--- src/chsel_pkg.sv ---
// Constants and types for the channel register set selector
package chsel_pkg;
  localparam logic [7:0] ADDR_RESET_CONTROLS = 8'h00;
  localparam logic [7:0] ADDR_LOSS_INDICATORS = 8'h01;
  localparam logic [7:0] ADDR_SELECTOR = 8'hff;
  localparam logic [7:0] SELECTOR_RESET = 8'h00;
  localparam logic [7:0] SELECTOR_READ_VALUE = 8'h00;
  localparam logic [7:0] RESET_CONTROLS_RESET = 8'h00;
  localparam logic [7:0] LOSS_INDICATORS_RESET = 8'h00;
  localparam logic [7:0] RESET_CONTROLS_MASK = 8'h0f;
  localparam int SEL_CH_LSB = 0;
  localparam int SEL_EN_BIT = 2;
  localparam int SEL_BCAST_BIT = 3;
  localparam int CORE_RST_BIT = 3;
  localparam int REGS_RST_BIT = 2;
  localparam int REF_RST_BIT = 1;
  localparam int OSC_RST_BIT = 0;
  localparam int LOCK_LOST_BIT = 4;
  localparam int SIG_LOST_BIT = 0;
  localparam int NUM_CHANNELS = 4;

  typedef struct packed {
    logic broadcast;
    logic enable;
    logic [1:0] channel;
  } selector_t;

  typedef struct packed {
    logic core_reset;
    logic regs_reset;
    logic ref_domain_reset;
    logic osc_div_domain_reset;
  } chan_resets_t;

  typedef struct packed {
    logic wr;
    logic rd;
    logic [7:0] addr;
    logic [7:0] wdata;
  } reg_access_t;
endpackage

--- src/chan_regs.sv ---
// One channel's register set: reset controls and sticky loss indicators
`timescale 1ns/1ps
`default_nettype none
module chan_regs
  import chsel_pkg::*;
(
  input wire logic sys_clk,
  input wire logic rst,
  input wire logic wr_en,
  input wire logic rd_en,
  input wire logic [7:0] addr,
  input wire logic [7:0] wdata,
  input wire logic cdr_lock,
  input wire logic sig_detect,
  output logic [7:0] rdata,
  output chan_resets_t resets
);
  logic [3:0] ctrl_reg;
  logic lock_lost_reg;
  logic sig_lost_reg;
  logic lock_seen_reg;
  logic sig_seen_reg;
  logic cdr_lock_d_reg;
  logic sig_detect_d_reg;
  logic soft_rst;
  logic lock_fall;
  logic sig_fall;

  // ----------------------------------------
  // Register set reset and edge detect
  // ----------------------------------------
  assign soft_rst = ctrl_reg[REGS_RST_BIT];
  assign lock_fall = cdr_lock_d_reg && !cdr_lock && lock_seen_reg;
  assign sig_fall = sig_detect_d_reg && !sig_detect && sig_seen_reg;

  always_ff @(posedge sys_clk or posedge rst) begin
    if (rst) begin
      cdr_lock_d_reg <= 1'b0;
      sig_detect_d_reg <= 1'b0;
    end else begin
      cdr_lock_d_reg <= cdr_lock;
      sig_detect_d_reg <= sig_detect;
    end
  end

  // ----------------------------------------
  // Reset controls
  // ----------------------------------------
  always_ff @(posedge sys_clk or posedge rst) begin
    if (rst) begin
      ctrl_reg <= RESET_CONTROLS_RESET[3:0];
    end else if (soft_rst) begin
      ctrl_reg <= RESET_CONTROLS_RESET[3:0];
    end else if (wr_en && addr == ADDR_RESET_CONTROLS) begin
      ctrl_reg <= wdata[3:0];
    end
  end

  // ----------------------------------------
  // Loss indicators
  // ----------------------------------------
  always_ff @(posedge sys_clk or posedge rst) begin
    if (rst) begin
      lock_seen_reg <= 1'b0;
      sig_seen_reg <= 1'b0;
      lock_lost_reg <= LOSS_INDICATORS_RESET[LOCK_LOST_BIT];
      sig_lost_reg <= LOSS_INDICATORS_RESET[SIG_LOST_BIT];
    end else if (soft_rst) begin
      lock_seen_reg <= 1'b0;
      sig_seen_reg <= 1'b0;
      lock_lost_reg <= LOSS_INDICATORS_RESET[LOCK_LOST_BIT];
      sig_lost_reg <= LOSS_INDICATORS_RESET[SIG_LOST_BIT];
    end else begin
      if (cdr_lock) begin
        lock_seen_reg <= 1'b1;
      end
      if (sig_detect) begin
        sig_seen_reg <= 1'b1;
      end
      if (lock_fall) begin
        lock_lost_reg <= 1'b1;
      end else if (rd_en && addr == ADDR_LOSS_INDICATORS) begin
        lock_lost_reg <= 1'b0;
      end
      if (sig_fall) begin
        sig_lost_reg <= 1'b1;
      end
    end
  end

  // ----------------------------------------
  // Read data
  // ----------------------------------------
  always_comb begin
    rdata = 8'h00;
    if (addr == ADDR_RESET_CONTROLS) begin
      rdata = {4'h0, ctrl_reg};
    end else if (addr == ADDR_LOSS_INDICATORS) begin
      rdata = {3'h0, lock_lost_reg, 3'h0, sig_lost_reg};
    end
  end

  assign resets.core_reset = ctrl_reg[CORE_RST_BIT];
  assign resets.regs_reset = ctrl_reg[REGS_RST_BIT];
  assign resets.ref_domain_reset = ctrl_reg[REF_RST_BIT];
  assign resets.osc_div_domain_reset = ctrl_reg[OSC_RST_BIT];

  property p_lock_lost_sets;
    @(posedge sys_clk) disable iff (rst)
      (lock_fall && !soft_rst) |=> lock_lost_reg;
  endproperty
  a_lock_lost_sets: assert property (p_lock_lost_sets)
    else $error("lock loss flag not set");

  property p_lock_clear_on_read;
    @(posedge sys_clk) disable iff (rst)
      (rd_en && addr == ADDR_LOSS_INDICATORS && !lock_fall) |=> !lock_lost_reg;
  endproperty
  a_lock_clear_on_read: assert property (p_lock_clear_on_read)
    else $error("lock loss flag not cleared by read");

  property p_sig_lost_sticky;
    @(posedge sys_clk) disable iff (rst)
      (sig_lost_reg && !soft_rst) |=> sig_lost_reg;
  endproperty
  a_sig_lost_sticky: assert property (p_sig_lost_sticky)
    else $error("signal loss flag dropped");

  property p_soft_reset_clears;
    @(posedge sys_clk) disable iff (rst)
      soft_rst |=> (ctrl_reg == 4'h0 && !lock_lost_reg && !sig_lost_reg);
  endproperty
  a_soft_reset_clears: assert property (p_soft_reset_clears)
    else $error("register set reset did not restore defaults");
endmodule // chan_regs
`default_nettype wire

--- src/chsel_top.sv ---
// Shared selector and steering of accesses to four channel register sets
`timescale 1ns/1ps
`default_nettype none
module chsel_top
  import chsel_pkg::*;
#(
  parameter int CHANNELS = NUM_CHANNELS
)
(
  input wire logic sys_clk,
  input wire logic rst,
  input wire reg_access_t access,
  input wire logic [7:0] shared_rdata,
  input wire logic [CHANNELS-1:0] cdr_lock,
  input wire logic [CHANNELS-1:0] sig_detect,
  output logic [7:0] rdata,
  output logic shared_wr,
  output logic shared_rd,
  output logic [7:0] shared_addr,
  output logic [7:0] shared_wdata,
  output logic [CHANNELS-1:0] core_reset,
  output logic [CHANNELS-1:0] ref_domain_reset,
  output logic [CHANNELS-1:0] osc_div_domain_reset
);
  selector_t sel_reg;
  logic is_sel;
  logic [CHANNELS-1:0] ch_wr;
  logic [CHANNELS-1:0] ch_rd;
  logic [7:0] ch_rdata [CHANNELS];
  chan_resets_t ch_resets [CHANNELS];
  logic [7:0] rdata_next;

  function automatic logic hit(input selector_t s, input int ch);
    hit = s.enable && (s.channel == ch[1:0]);
  endfunction

  function automatic logic to_shared(input selector_t s, input logic at_sel);
    to_shared = !at_sel && !s.enable;
  endfunction

  // ----------------------------------------
  // Selector
  // ----------------------------------------
  assign is_sel = access.addr == ADDR_SELECTOR;

  always_ff @(posedge sys_clk or posedge rst) begin
    if (rst) begin
      sel_reg <= SELECTOR_RESET[3:0];
    end else if (access.wr && is_sel) begin
      sel_reg <= access.wdata[3:0];
    end
  end

  // ----------------------------------------
  // Steering
  // ----------------------------------------
  always_comb begin
    for (int i = 0; i < CHANNELS; i++) begin
      ch_wr[i] = access.wr && !is_sel && sel_reg.enable &&
        (sel_reg.broadcast || hit(sel_reg, i));
      ch_rd[i] = access.rd && !is_sel && hit(sel_reg, i);
    end
  end

  genvar g;
  generate
    for (g = 0; g < CHANNELS; g++) begin : g_ch
      chan_regs u_chan (
        .sys_clk(sys_clk),
        .rst(rst),
        .wr_en(ch_wr[g]),
        .rd_en(ch_rd[g]),
        .addr(access.addr),
        .wdata(access.wdata),
        .cdr_lock(cdr_lock[g]),
        .sig_detect(sig_detect[g]),
        .rdata(ch_rdata[g]),
        .resets(ch_resets[g])
      );
    end
  endgenerate

  // ----------------------------------------
  // Read data
  // ----------------------------------------
  always_comb begin
    if (is_sel) begin
      rdata_next = SELECTOR_READ_VALUE;
    end else if (sel_reg.enable) begin
      rdata_next = ch_rdata[sel_reg.channel];
    end else begin
      rdata_next = shared_rdata;
    end
  end

  always_ff @(posedge sys_clk or posedge rst) begin
    if (rst) begin
      rdata <= 8'h00;
    end else if (access.rd) begin
      rdata <= rdata_next;
    end
  end

  // ----------------------------------------
  // Shared set port
  // ----------------------------------------
  always_ff @(posedge sys_clk or posedge rst) begin
    if (rst) begin
      shared_wr <= 1'b0;
      shared_rd <= 1'b0;
      shared_addr <= 8'h00;
      shared_wdata <= 8'h00;
    end else begin
      shared_wr <= access.wr && to_shared(sel_reg, is_sel);
      shared_rd <= access.rd && to_shared(sel_reg, is_sel);
      shared_addr <= access.addr;
      shared_wdata <= access.wdata;
    end
  end

  // ----------------------------------------
  // Channel reset outputs
  // ----------------------------------------
  always_ff @(posedge sys_clk or posedge rst) begin
    if (rst) begin
      core_reset <= '0;
      ref_domain_reset <= '0;
      osc_div_domain_reset <= '0;
    end else begin
      for (int i = 0; i < CHANNELS; i++) begin
        core_reset[i] <= ch_resets[i].core_reset;
        ref_domain_reset[i] <= ch_resets[i].ref_domain_reset;
        osc_div_domain_reset[i] <= ch_resets[i].osc_div_domain_reset;
      end
    end
  end

  // ----------------------------------------
  // Per-channel checks
  // ----------------------------------------
  generate
    for (g = 0; g < CHANNELS; g++) begin : g_chk
      property p_core_follow;
        @(posedge sys_clk) disable iff (rst)
          1'b1 |=> (core_reset[g] == $past(ch_resets[g].core_reset));
      endproperty
      a_core_follow: assert property (p_core_follow)
        else $error("core reset output lags its control bit");

      property p_ref_follow;
        @(posedge sys_clk) disable iff (rst)
          1'b1 |=>
            (ref_domain_reset[g] == $past(ch_resets[g].ref_domain_reset));
      endproperty
      a_ref_follow: assert property (p_ref_follow)
        else $error("reference domain reset lags its control bit");

      property p_osc_follow;
        @(posedge sys_clk) disable iff (rst)
          1'b1 |=> (osc_div_domain_reset[g] ==
            $past(ch_resets[g].osc_div_domain_reset));
      endproperty
      a_osc_follow: assert property (p_osc_follow)
        else $error("divided oscillator reset lags its control bit");

      property p_regs_clear;
        @(posedge sys_clk) disable iff (rst)
          ch_resets[g].regs_reset |-> ##2 (!core_reset[g] &&
            !ref_domain_reset[g] && !osc_div_domain_reset[g]);
      endproperty
      a_regs_clear: assert property (p_regs_clear)
        else $error("register set reset left a reset output set");

      property p_write_reaches;
        @(posedge sys_clk) disable iff (rst)
          (access.wr && !is_sel && sel_reg.enable && sel_reg.channel == g)
            |-> ch_wr[g];
      endproperty
      a_write_reaches: assert property (p_write_reaches)
        else $error("write missed the selected channel");

      property p_bcast_reaches;
        @(posedge sys_clk) disable iff (rst)
          (access.wr && !is_sel && sel_reg.enable && sel_reg.broadcast)
            |-> ch_wr[g];
      endproperty
      a_bcast_reaches: assert property (p_bcast_reaches)
        else $error("broadcast write missed this channel");

      property p_write_stays_out;
        @(posedge sys_clk) disable iff (rst)
          (access.wr && !sel_reg.broadcast && sel_reg.channel != g)
            |-> !ch_wr[g];
      endproperty
      a_write_stays_out: assert property (p_write_stays_out)
        else $error("single channel write reached another channel");

      property p_read_reaches;
        @(posedge sys_clk) disable iff (rst)
          (access.rd && !is_sel && sel_reg.enable && sel_reg.channel == g)
            |-> ch_rd[g];
      endproperty
      a_read_reaches: assert property (p_read_reaches)
        else $error("read missed the selected channel");

      property p_read_stays_out;
        @(posedge sys_clk) disable iff (rst)
          (sel_reg.channel != g) |-> !ch_rd[g];
      endproperty
      a_read_stays_out: assert property (p_read_stays_out)
        else $error("read reached an unselected channel");
    end
  endgenerate

  // ----------------------------------------
  // Checks
  // ----------------------------------------
  property p_sel_write;
    @(posedge sys_clk) disable iff (rst)
      (access.wr && is_sel) |=> (sel_reg == $past(access.wdata[3:0]));
  endproperty
  a_sel_write: assert property (p_sel_write)
    else $error("selector not updated by write");

  property p_sel_hold;
    @(posedge sys_clk) disable iff (rst)
      !(access.wr && is_sel) |=> $stable(sel_reg);
  endproperty
  a_sel_hold: assert property (p_sel_hold)
    else $error("selector changed without a write");

  property p_shared_when_off;
    @(posedge sys_clk) disable iff (rst)
      (!sel_reg.enable && access.wr && !is_sel)
        |-> (ch_wr == '0) ##1 shared_wr;
  endproperty
  a_shared_when_off: assert property (p_shared_when_off)
    else $error("write not steered to shared set");

  property p_channel_when_on;
    @(posedge sys_clk) disable iff (rst)
      (sel_reg.enable && access.wr) |=> !shared_wr;
  endproperty
  a_channel_when_on: assert property (p_channel_when_on)
    else $error("shared set written while channel enabled");

  property p_broadcast;
    @(posedge sys_clk) disable iff (rst)
      (sel_reg.enable && sel_reg.broadcast && access.wr && !is_sel)
        |-> (&ch_wr);
  endproperty
  a_broadcast: assert property (p_broadcast)
    else $error("broadcast write missed a channel");

  property p_read_one;
    @(posedge sys_clk) disable iff (rst)
      (sel_reg.enable && access.rd && !is_sel)
        |-> ($onehot(ch_rd) && ch_rd[sel_reg.channel])
        ##1 (rdata == $past(ch_rdata[sel_reg.channel]));
  endproperty
  a_read_one: assert property (p_read_one)
    else $error("channel read not from selected channel");

  property p_no_chan_ff;
    @(posedge sys_clk) disable iff (rst)
      is_sel |-> (ch_wr == '0 && ch_rd == '0) ##1 !shared_wr;
  endproperty
  a_no_chan_ff: assert property (p_no_chan_ff)
    else $error("address register_set_selector reached a channel set");

  property p_sel_read;
    @(posedge sys_clk) disable iff (rst)
      (access.rd && is_sel) |=> (rdata == SELECTOR_READ_VALUE);
  endproperty
  a_sel_read: assert property (p_sel_read)
    else $error("selector read gave other than fixed value");

  property p_sel_wr_not_shared;
    @(posedge sys_clk) disable iff (rst)
      (access.wr && is_sel) |=> !shared_wr;
  endproperty
  a_sel_wr_not_shared: assert property (p_sel_wr_not_shared)
    else $error("selector write leaked to the shared set");

  property p_shared_rd_when_off;
    @(posedge sys_clk) disable iff (rst)
      (!sel_reg.enable && access.rd && !is_sel) |=> shared_rd;
  endproperty
  a_shared_rd_when_off: assert property (p_shared_rd_when_off)
    else $error("read not steered to shared set");

  property p_no_shared_rd_when_on;
    @(posedge sys_clk) disable iff (rst)
      (sel_reg.enable || is_sel) |=> !shared_rd;
  endproperty
  a_no_shared_rd_when_on: assert property (p_no_shared_rd_when_on)
    else $error("shared set read while channel enabled");

  property p_shared_addr_copy;
    @(posedge sys_clk) disable iff (rst)
      1'b1 |=> (shared_addr == $past(access.addr));
  endproperty
  a_shared_addr_copy: assert property (p_shared_addr_copy)
    else $error("shared address not a copy of the access");

  property p_shared_wdata_copy;
    @(posedge sys_clk) disable iff (rst)
      1'b1 |=> (shared_wdata == $past(access.wdata));
  endproperty
  a_shared_wdata_copy: assert property (p_shared_wdata_copy)
    else $error("shared write data not a copy of the access");

  property p_shared_rdata_pass;
    @(posedge sys_clk) disable iff (rst)
      (!sel_reg.enable && access.rd && !is_sel)
        |=> (rdata == $past(shared_rdata));
  endproperty
  a_shared_rdata_pass: assert property (p_shared_rdata_pass)
    else $error("shared read data not returned");

  property p_rdata_hold;
    @(posedge sys_clk) disable iff (rst)
      !access.rd |=> $stable(rdata);
  endproperty
  a_rdata_hold: assert property (p_rdata_hold)
    else $error("read data changed without a read");

  property p_off_no_channel;
    @(posedge sys_clk) disable iff (rst)
      !sel_reg.enable |-> (ch_wr == '0 && ch_rd == '0);
  endproperty
  a_off_no_channel: assert property (p_off_no_channel)
    else $error("channel set reached with enable clear");

  property p_single_write;
    @(posedge sys_clk) disable iff (rst)
      (sel_reg.enable && !sel_reg.broadcast && access.wr && !is_sel)
        |-> $onehot(ch_wr);
  endproperty
  a_single_write: assert property (p_single_write)
    else $error("single channel write did not reach exactly one set");

  property p_bcast_read_one;
    @(posedge sys_clk) disable iff (rst)
      (sel_reg.enable && sel_reg.broadcast && access.rd && !is_sel)
        |-> ($countones(ch_rd) == 1);
  endproperty
  a_bcast_read_one: assert property (p_bcast_read_one)
    else $error("broadcast read touched more than one channel");
endmodule // chsel_top
`default_nettype wire

--- config.mk ---
export PLATFORM = sky130hd
export DESIGN_NAME = chsel_top
export DESIGN_NICKNAME = d
export VERILOG_FILES = /design/src/chsel_pkg.sv /design/src/chan_regs.sv /design/src/chsel_top.sv
export SDC_FILE = /design/constraint.sdc
export NUM_CORES = 1
export LEC_CHECK = 0
export BUFFER_PORTS_ARGS = -buffer_cell sky130_fd_sc_hd__buf_2
export CORE_ASPECT_RATIO = 1.4
export CORE_MARGIN = 2
export CORE_UTILIZATION = 45
export DETAILED_ROUTE_END_ITERATION = 8
export PLACE_DENSITY = 0.71
export SYNTH_ARGS = -nofsm -noshare
export SYNTH_HDL_FRONTEND = slang
export SYNTH_SLANG_ARGS = --single-unit
export TNS_END_PERCENT = 5
--- constraint.sdc ---
create_clock -name sys_clk -period 4.6 [get_ports sys_clk]
set_clock_uncertainty 0.2 [all_clocks]
set_input_delay 0.46 -clock sys_clk [delete_from_list [all_inputs] [get_ports sys_clk]]
set_output_delay 0.46 -clock sys_clk [all_outputs]
set_load 0.02 [all_outputs]
=== Yosys cells after proc, flatten, opt, wreduce, memory -nomap -nowiden ===
Index checks and enable logic that the tools add are counted.

* Output and inout port bits: 38
* Word-level logic and storage cells: 186
* Bits in registers: 82

* Bitwise gates (word level): 1
* Reduce and logical (&&, ||, !) cells: 79
* Multiplexer cells: 57
* $lt $le $gt $ge: 1
* Eq/ne operators: 5

{| class="wikitable"
|+ Operators by type and width
! operator !! count
|-
| $mux W8 || 8
|-
| $logic_and A1 B1 Y1 || 43
|-
| $mux W1 || 36
|-
| $mux W4 || 8
|-
| $reduce_bool A2 Y1 || 16
|-
| $mux W5 || 4
|-
| $bmux W8 S2 || 1
|-
| $reduce_bool A3 Y1 || 4
|-
| $logic_not A1 Y1 || 10
|-
| $eq A8 B1 Y1 const B || 1
|-
| $eq A8 B8 Y1 const B || 1
|-
| $logic_not A8 Y1 || 1
|-
| $eq A2 B2 Y1 const B || 2
|-
| $logic_or A1 B1 Y1 || 4
|-
| $ge A3 B3 Y1 const B || 1
|-
| $not A2 Y3 || 1
|-
| $eq A2 B1 Y1 const B || 1
|-
| $logic_not A2 Y1 || 1
|}

=== Depth between registers and ports, before layout ===
* Depth after elaboration: 8
* Gate-level depth with buffers: 6
* Mapped depth without buffers: 4

=== By module ===
Synthesis repeated with hierarchy kept, for this count alone.

* Cells, all modules: 314
* Area, all modules: 3831.2 µm²

{| class="wikitable"
|+ Modules (own cells, without submodules)
! module !! cells an instance !! sequential area each (µm²) !! area each (µm²) !! times used
|-
| chan_regs || 50 || 250.2 || 543.0 || 4
|-
| chsel_top || 114 || 1051.0 || 1659.1 || 1
|}

=== Least setup slack after synthesis ===
Ideal clock, no wire load.

* Path type: input -> register
* Start point: in access[8] (netlist name)
* End point: reg rdata[0]
* Cell stages on the path: 5
* Path buffers: 1
* Slack: 2.846 ns
* Arrival: 1.436 ns
* Cells stage by stage: buf_1 mux2_2 o21ai_0 nand2_1 a21o_1

* Cells in the longest elaborated chain, start to end: 8

{| class="wikitable"
|+ Ends and longest elaborated chain
! element !! RTL line !! source
|-
| from (decl) || chsel_top.sv:12 || <nowiki>input wire reg_access_t access,</nowiki>
|-
| $eq A8 B1 Y1 || chan_regs.sv:98 || <nowiki>end else if (addr == ADDR_LOSS_INDICATORS) begin</nowiki>
|-
| $mux W5 || chan_regs.sv:98 ||
|-
| $mux W8 || chan_regs.sv:96 || <nowiki>if (addr == ADDR_RESET_CONTROLS) begin</nowiki>
|-
| $bmux W8 S2 || chsel_top.sv:90 || <nowiki>rdata_next = ch_rdata[sel_reg.channel];</nowiki>
|-
| $mux W8 (implied by the code) (2 in a row) || chsel_top.sv:90 ||
|-
| $mux W8 || chsel_top.sv:89 || <nowiki>end else if (sel_reg.enable) begin</nowiki>
|-
| $mux W8 * || chsel_top.sv:87 || <nowiki>if (is_sel) begin</nowiki>
|-
| to (signal assigned) || chsel_top.sv:100 || <nowiki>rdata <= rdata_next;</nowiki>
|-
| to (decl) || chsel_top.sv:16 || <nowiki>output logic [7:0] rdata,</nowiki>
|}

Every way passes the cells marked *; elsewhere a longest branch is shown, timed or not. The select of a mux whose other input is x is not followed.
A chain may end at the register's enable or synchronous reset.

=== Worst setup path in the final report ===
* Start point: reg sel_reg[2] (netlist name)
* End point: reg rdata[1]

* Cells in the longest elaborated chain, start to end: 2

{| class="wikitable"
|+ Ends and longest elaborated chain
! element !! RTL line !! source
|-
| from (decl) || chsel_top.sv:25 || <nowiki>selector_t sel_reg;</nowiki>
|-
| from (signal assigned) || chsel_top.sv:48 || <nowiki>sel_reg <= SELECTOR_RESET[3:0];</nowiki>
|-
| from (signal assigned) || chsel_top.sv:50 || <nowiki>sel_reg <= access.wdata[3:0];</nowiki>
|-
| $mux W8 || chsel_top.sv:89 ||
|-
| $mux W8 || chsel_top.sv:87 ||
|}

No other way between the ends.

==> results by group <==
Clock tree
  – CTS H-tree depth: 3
  – Number of instances resized during post-cts repair: 0
  – Post-CTS Hold Buffers: 5
  – CTS tree: done
  – Root buffer cell: clkbuf_8
  – Post-CTS Repair Setup Buffers: 0
  – Later-pin clock latency in the skew report: 350 ps
  – Num CTS Buffers: 9
  – Worst-case clock buffer depth: 2
  – Clock sink count: 82
  – Clock transition at the registers of the reported paths: 80 ps

STA
  – TNS Setup: 0 ps
  – Final Cycle Share: 44.6%
  – Setup repair after global routing missed its margin: false
  – Final WS setup: 2550 ps
  – Count of endpoints failing hold in the final timing report: 0
  – Time the worst path needs with I/O delays and setup: 2050 ps
  – Maximum clock frequency: 488 MHz
  – Number of endpoints failing setup at the final stage: 0
  – Slew at the pin closest to its max-slew limit: 622 ps
  – Final count of pins violating max slew: 0
  – Remaining max-slew budget at the tightest pin: 58.5%

Detailed routing
  – Routed via count: 2007
  – Count of routing violations after the opening detailed-route iteration: 129
  – Sum of routed wire length over all layers: 5930 um
  – Number of nets with antenna violations after detailed routing: 0
  – Vias per Instance: 5.27
  – Wire per inst: 15.6 um
  – Count of unresolved DRC violations after routing: 0
  – First-pass iteration count of the detailed router: 4

Setup path
  – Reg2reg setup slack: 2550 ps
  – Worst Path Class, Setup: reg2reg
  – Endpoint required time on the critical path: 4700 ps
  – Worst-case reg-to-reg path depth: 4
  – Data arrival, critical path: 2150 ps
  – Launching element type of the critical path: flip-flop
  – Maximum fanout encountered on the critical timing path: 9
  – Setup crit end kind: flip-flop
  – Capture instance of the worst register-to-register path: rdata[1]
  – Reg-to-Reg Start: sel_reg[2]

Power and ir drop
  – Power share of the combinational group: 7.9%
  – Fraction of power spent switching nets: 25.0%
  – P per Cell Area: 358 nW/um^2
  – Sequential group share of total power: 56.8%
  – Leakage Power: 1.85 nW
  – Clock group share of total power: 35.3%
  – P_int: 0.000992 W
  – Switching power of the nets: 0.000330 W
  – Peak VDD IR: 127 uV
  – Total Power: 0.00132 W

Logic synthesis
  – Largest area contributor in the netlist: dfrtp_1
  – EDFF count, synth: 0
  – Count of cell types in the netlist: 35
  – Netlist area before placement: 3040 um^2
  – Async set or reset register ratio after synthesis: 100%
  – Synthesized netlist cell count: 223
  – Synth warnings: 0
  – Most frequent cell after synthesis: dfrtp_1
  – Synthesized Nets: 259
  – Fraction of the yosys area taken by sequential cells: 67.5%
  – Syn_area_per_cell: 13.6 um^2
  – Most area-consuming cells after synthesis: dfrtp_1, nor2_1, mux2i_1
  – Share of the synthesized area in the top cell type: 67.5%
  – Ys flop type: dfrtp_1
  – Post-synthesis sequential element count: 82
  – Most numerous cell types in the synthesized netlist: dfrtp_1, nor2_1, mux2i_1, mux2_2

GRT
  – Total Routing Usage GR: 17.5%
  – Antenna violations before repair: 0
  – Maximum number of pins on one net before global-route repair: 47
  – Via count of the first global-routing pass: 2033
  – First-pass GRT wire length: 9690 um
  – Total grt overflow: 0

Final layout
  – Share of cells above drive strength 1: 35.2%
  – Cell Count, Final, Fillers Out: 381
  – Count of filler cells inserted in the layout: 559
  – Multi-input gate area: 922 um^2
  – Net total in the final layout: 338
  – Max reg flops: 16
  – Register area: 2050 um^2
  – Relative area change from synthesis to final layout: 21.4%
  – Count of inserted antenna diode cells: 0

Floorplan
  – Height of the chip: 101 um
  – I/O pin count: 74
  – Initial Utilization: 46.3%
  – Die width: 73.5 um
  – Number of rows created at floorplan: 35
  – Full die area: 7440 um^2
  – Placeable core region: 6570 um^2

Placed design
  – Port buffer count: 73
  – Final estimated routing congestion in global placement: 0.799
  – Detailed-placement wirelength estimate: 4240 um
  – Placed cells: 360
  – Worst Setup Slack post-DPL: 2420 ps

Job
  – Max-capacitance violation count: 0

Hold path
  – Hold path cells: 1
  – Path category of the worst min-delay check: in2reg
  – Critical hold path startpoint: cdr_lock[0]
  – Worst Hold End: g_ch[0].u_chan.cdr_lock_d_reg

Outcome
  – Run status: completed
-- metal layers --
metal	up-vias	wire (um)	part of all wire [%]	global-route usage, %
met5	-	0	0	0
met4	0	175	3.0	10.8
met3	16	257	4.3	4.18
met2	56	3000	51	27.3
met1	986	2500	42	21.9
li1	949	-	-	-
-- layout make-up --
class	count	share of cell area [%]
clock buffer	10	3.73
clock inverter	6	1.12
inverter	6	0.644
multi-input combinational	124	25.0
sequential	82	55.6
tap	74	2.51
timing repair buffer	79	11.5
-- power groups by stage --
| stage | Combinational [W] | Clock (W) | Sequential, W |
|---|---|---|---|
| after floorplan | 0.0000414 | 0 | 0.000780 |
| after global placement | 0.000102 | 0 | 0.000765 |
| after detailed placement | 0.000104 | 0 | 0.000765 |
| after CTS | 0.000107 | 0.000481 | 0.000751 |
| after global routing | 0.000116 | 0.000511 | 0.000753 |
| final | 0.000105 | 0.000466 | 0.000751 |
-- per-stage QoR --
| step | hold WS [ps] | area (um^2) | util, % |
|---|---|---|---|
| after CTS | 19.4 | 3690 | 56.2 |
| after global placement | 187 | 3460 | 52.7 |
| after floorplan | 169 | 3040 | - |
| after global routing | 21.3 | 3690 | 56.2 |
| after detailed placement | 197 | 3460 | 52.7 |
| final | 33.9 | 3690 | 56.2 |
-- critical path, stage by stage, from the launching register on --
cell     delay, ps
dfrtp_1        490
nor4b_4        490
nand2_1        210
nor4b_1        430
a221o_2        180
-- worst max path at each step --
stage	from	end	slack, ps	cells past startpoint
2_1_floorplan	rst	core_reset[0]	1830	1
3_5_place_dp	access[10]	rdata[3]	2420	5
3_3_place_gp	access[10]	rdata[1]	2430	5
4_1_cts	sel_reg[0]	rdata[3]	2530	3
5_1_grt	sel_reg[2]	rdata[1]	2310	4
6_report	sel_reg[2]	rdata[1]	2550	4
-- logic make-up (layout without fill, tap and decap cells) --
kind of cell	after synthesis	after routing	share of synthesized area (%)
and+or+nand+nor	69	69	12.7
AOI/OAI and AO/OA	31	31	7.82
buffers and inverters	17	101	2.22
muxes	24	24	9.83
DFF	82	82	67.5
-- placed cells by master, fill, tap and decap left out, drive strengths merged, types with 3 or more instances in the layout --
cell type | Yosys | routed
a21o | 3 | 3
a21oi | 4 | 4
a221o | 3 | 3
a22o | 5 | 5
a31oi | 5 | 5
buf | 5 | 74
clkbuf | 6 | 10
clkinv | 0 | 6
dfrtp | 82 | 82
dlygate4sd3 | 0 | 5
inv | 6 | 6
mux2 | 7 | 7
mux2i | 13 | 13
mux4 | 4 | 4
nand3b | 4 | 4
nand4 | 3 | 3
nor2 | 37 | 37
nor2b | 4 | 4
nor3 | 4 | 4
nor4b | 4 | 4
o2111ai | 3 | 3
o21ai | 3 | 3
Power figures use the tool's default switching activity.
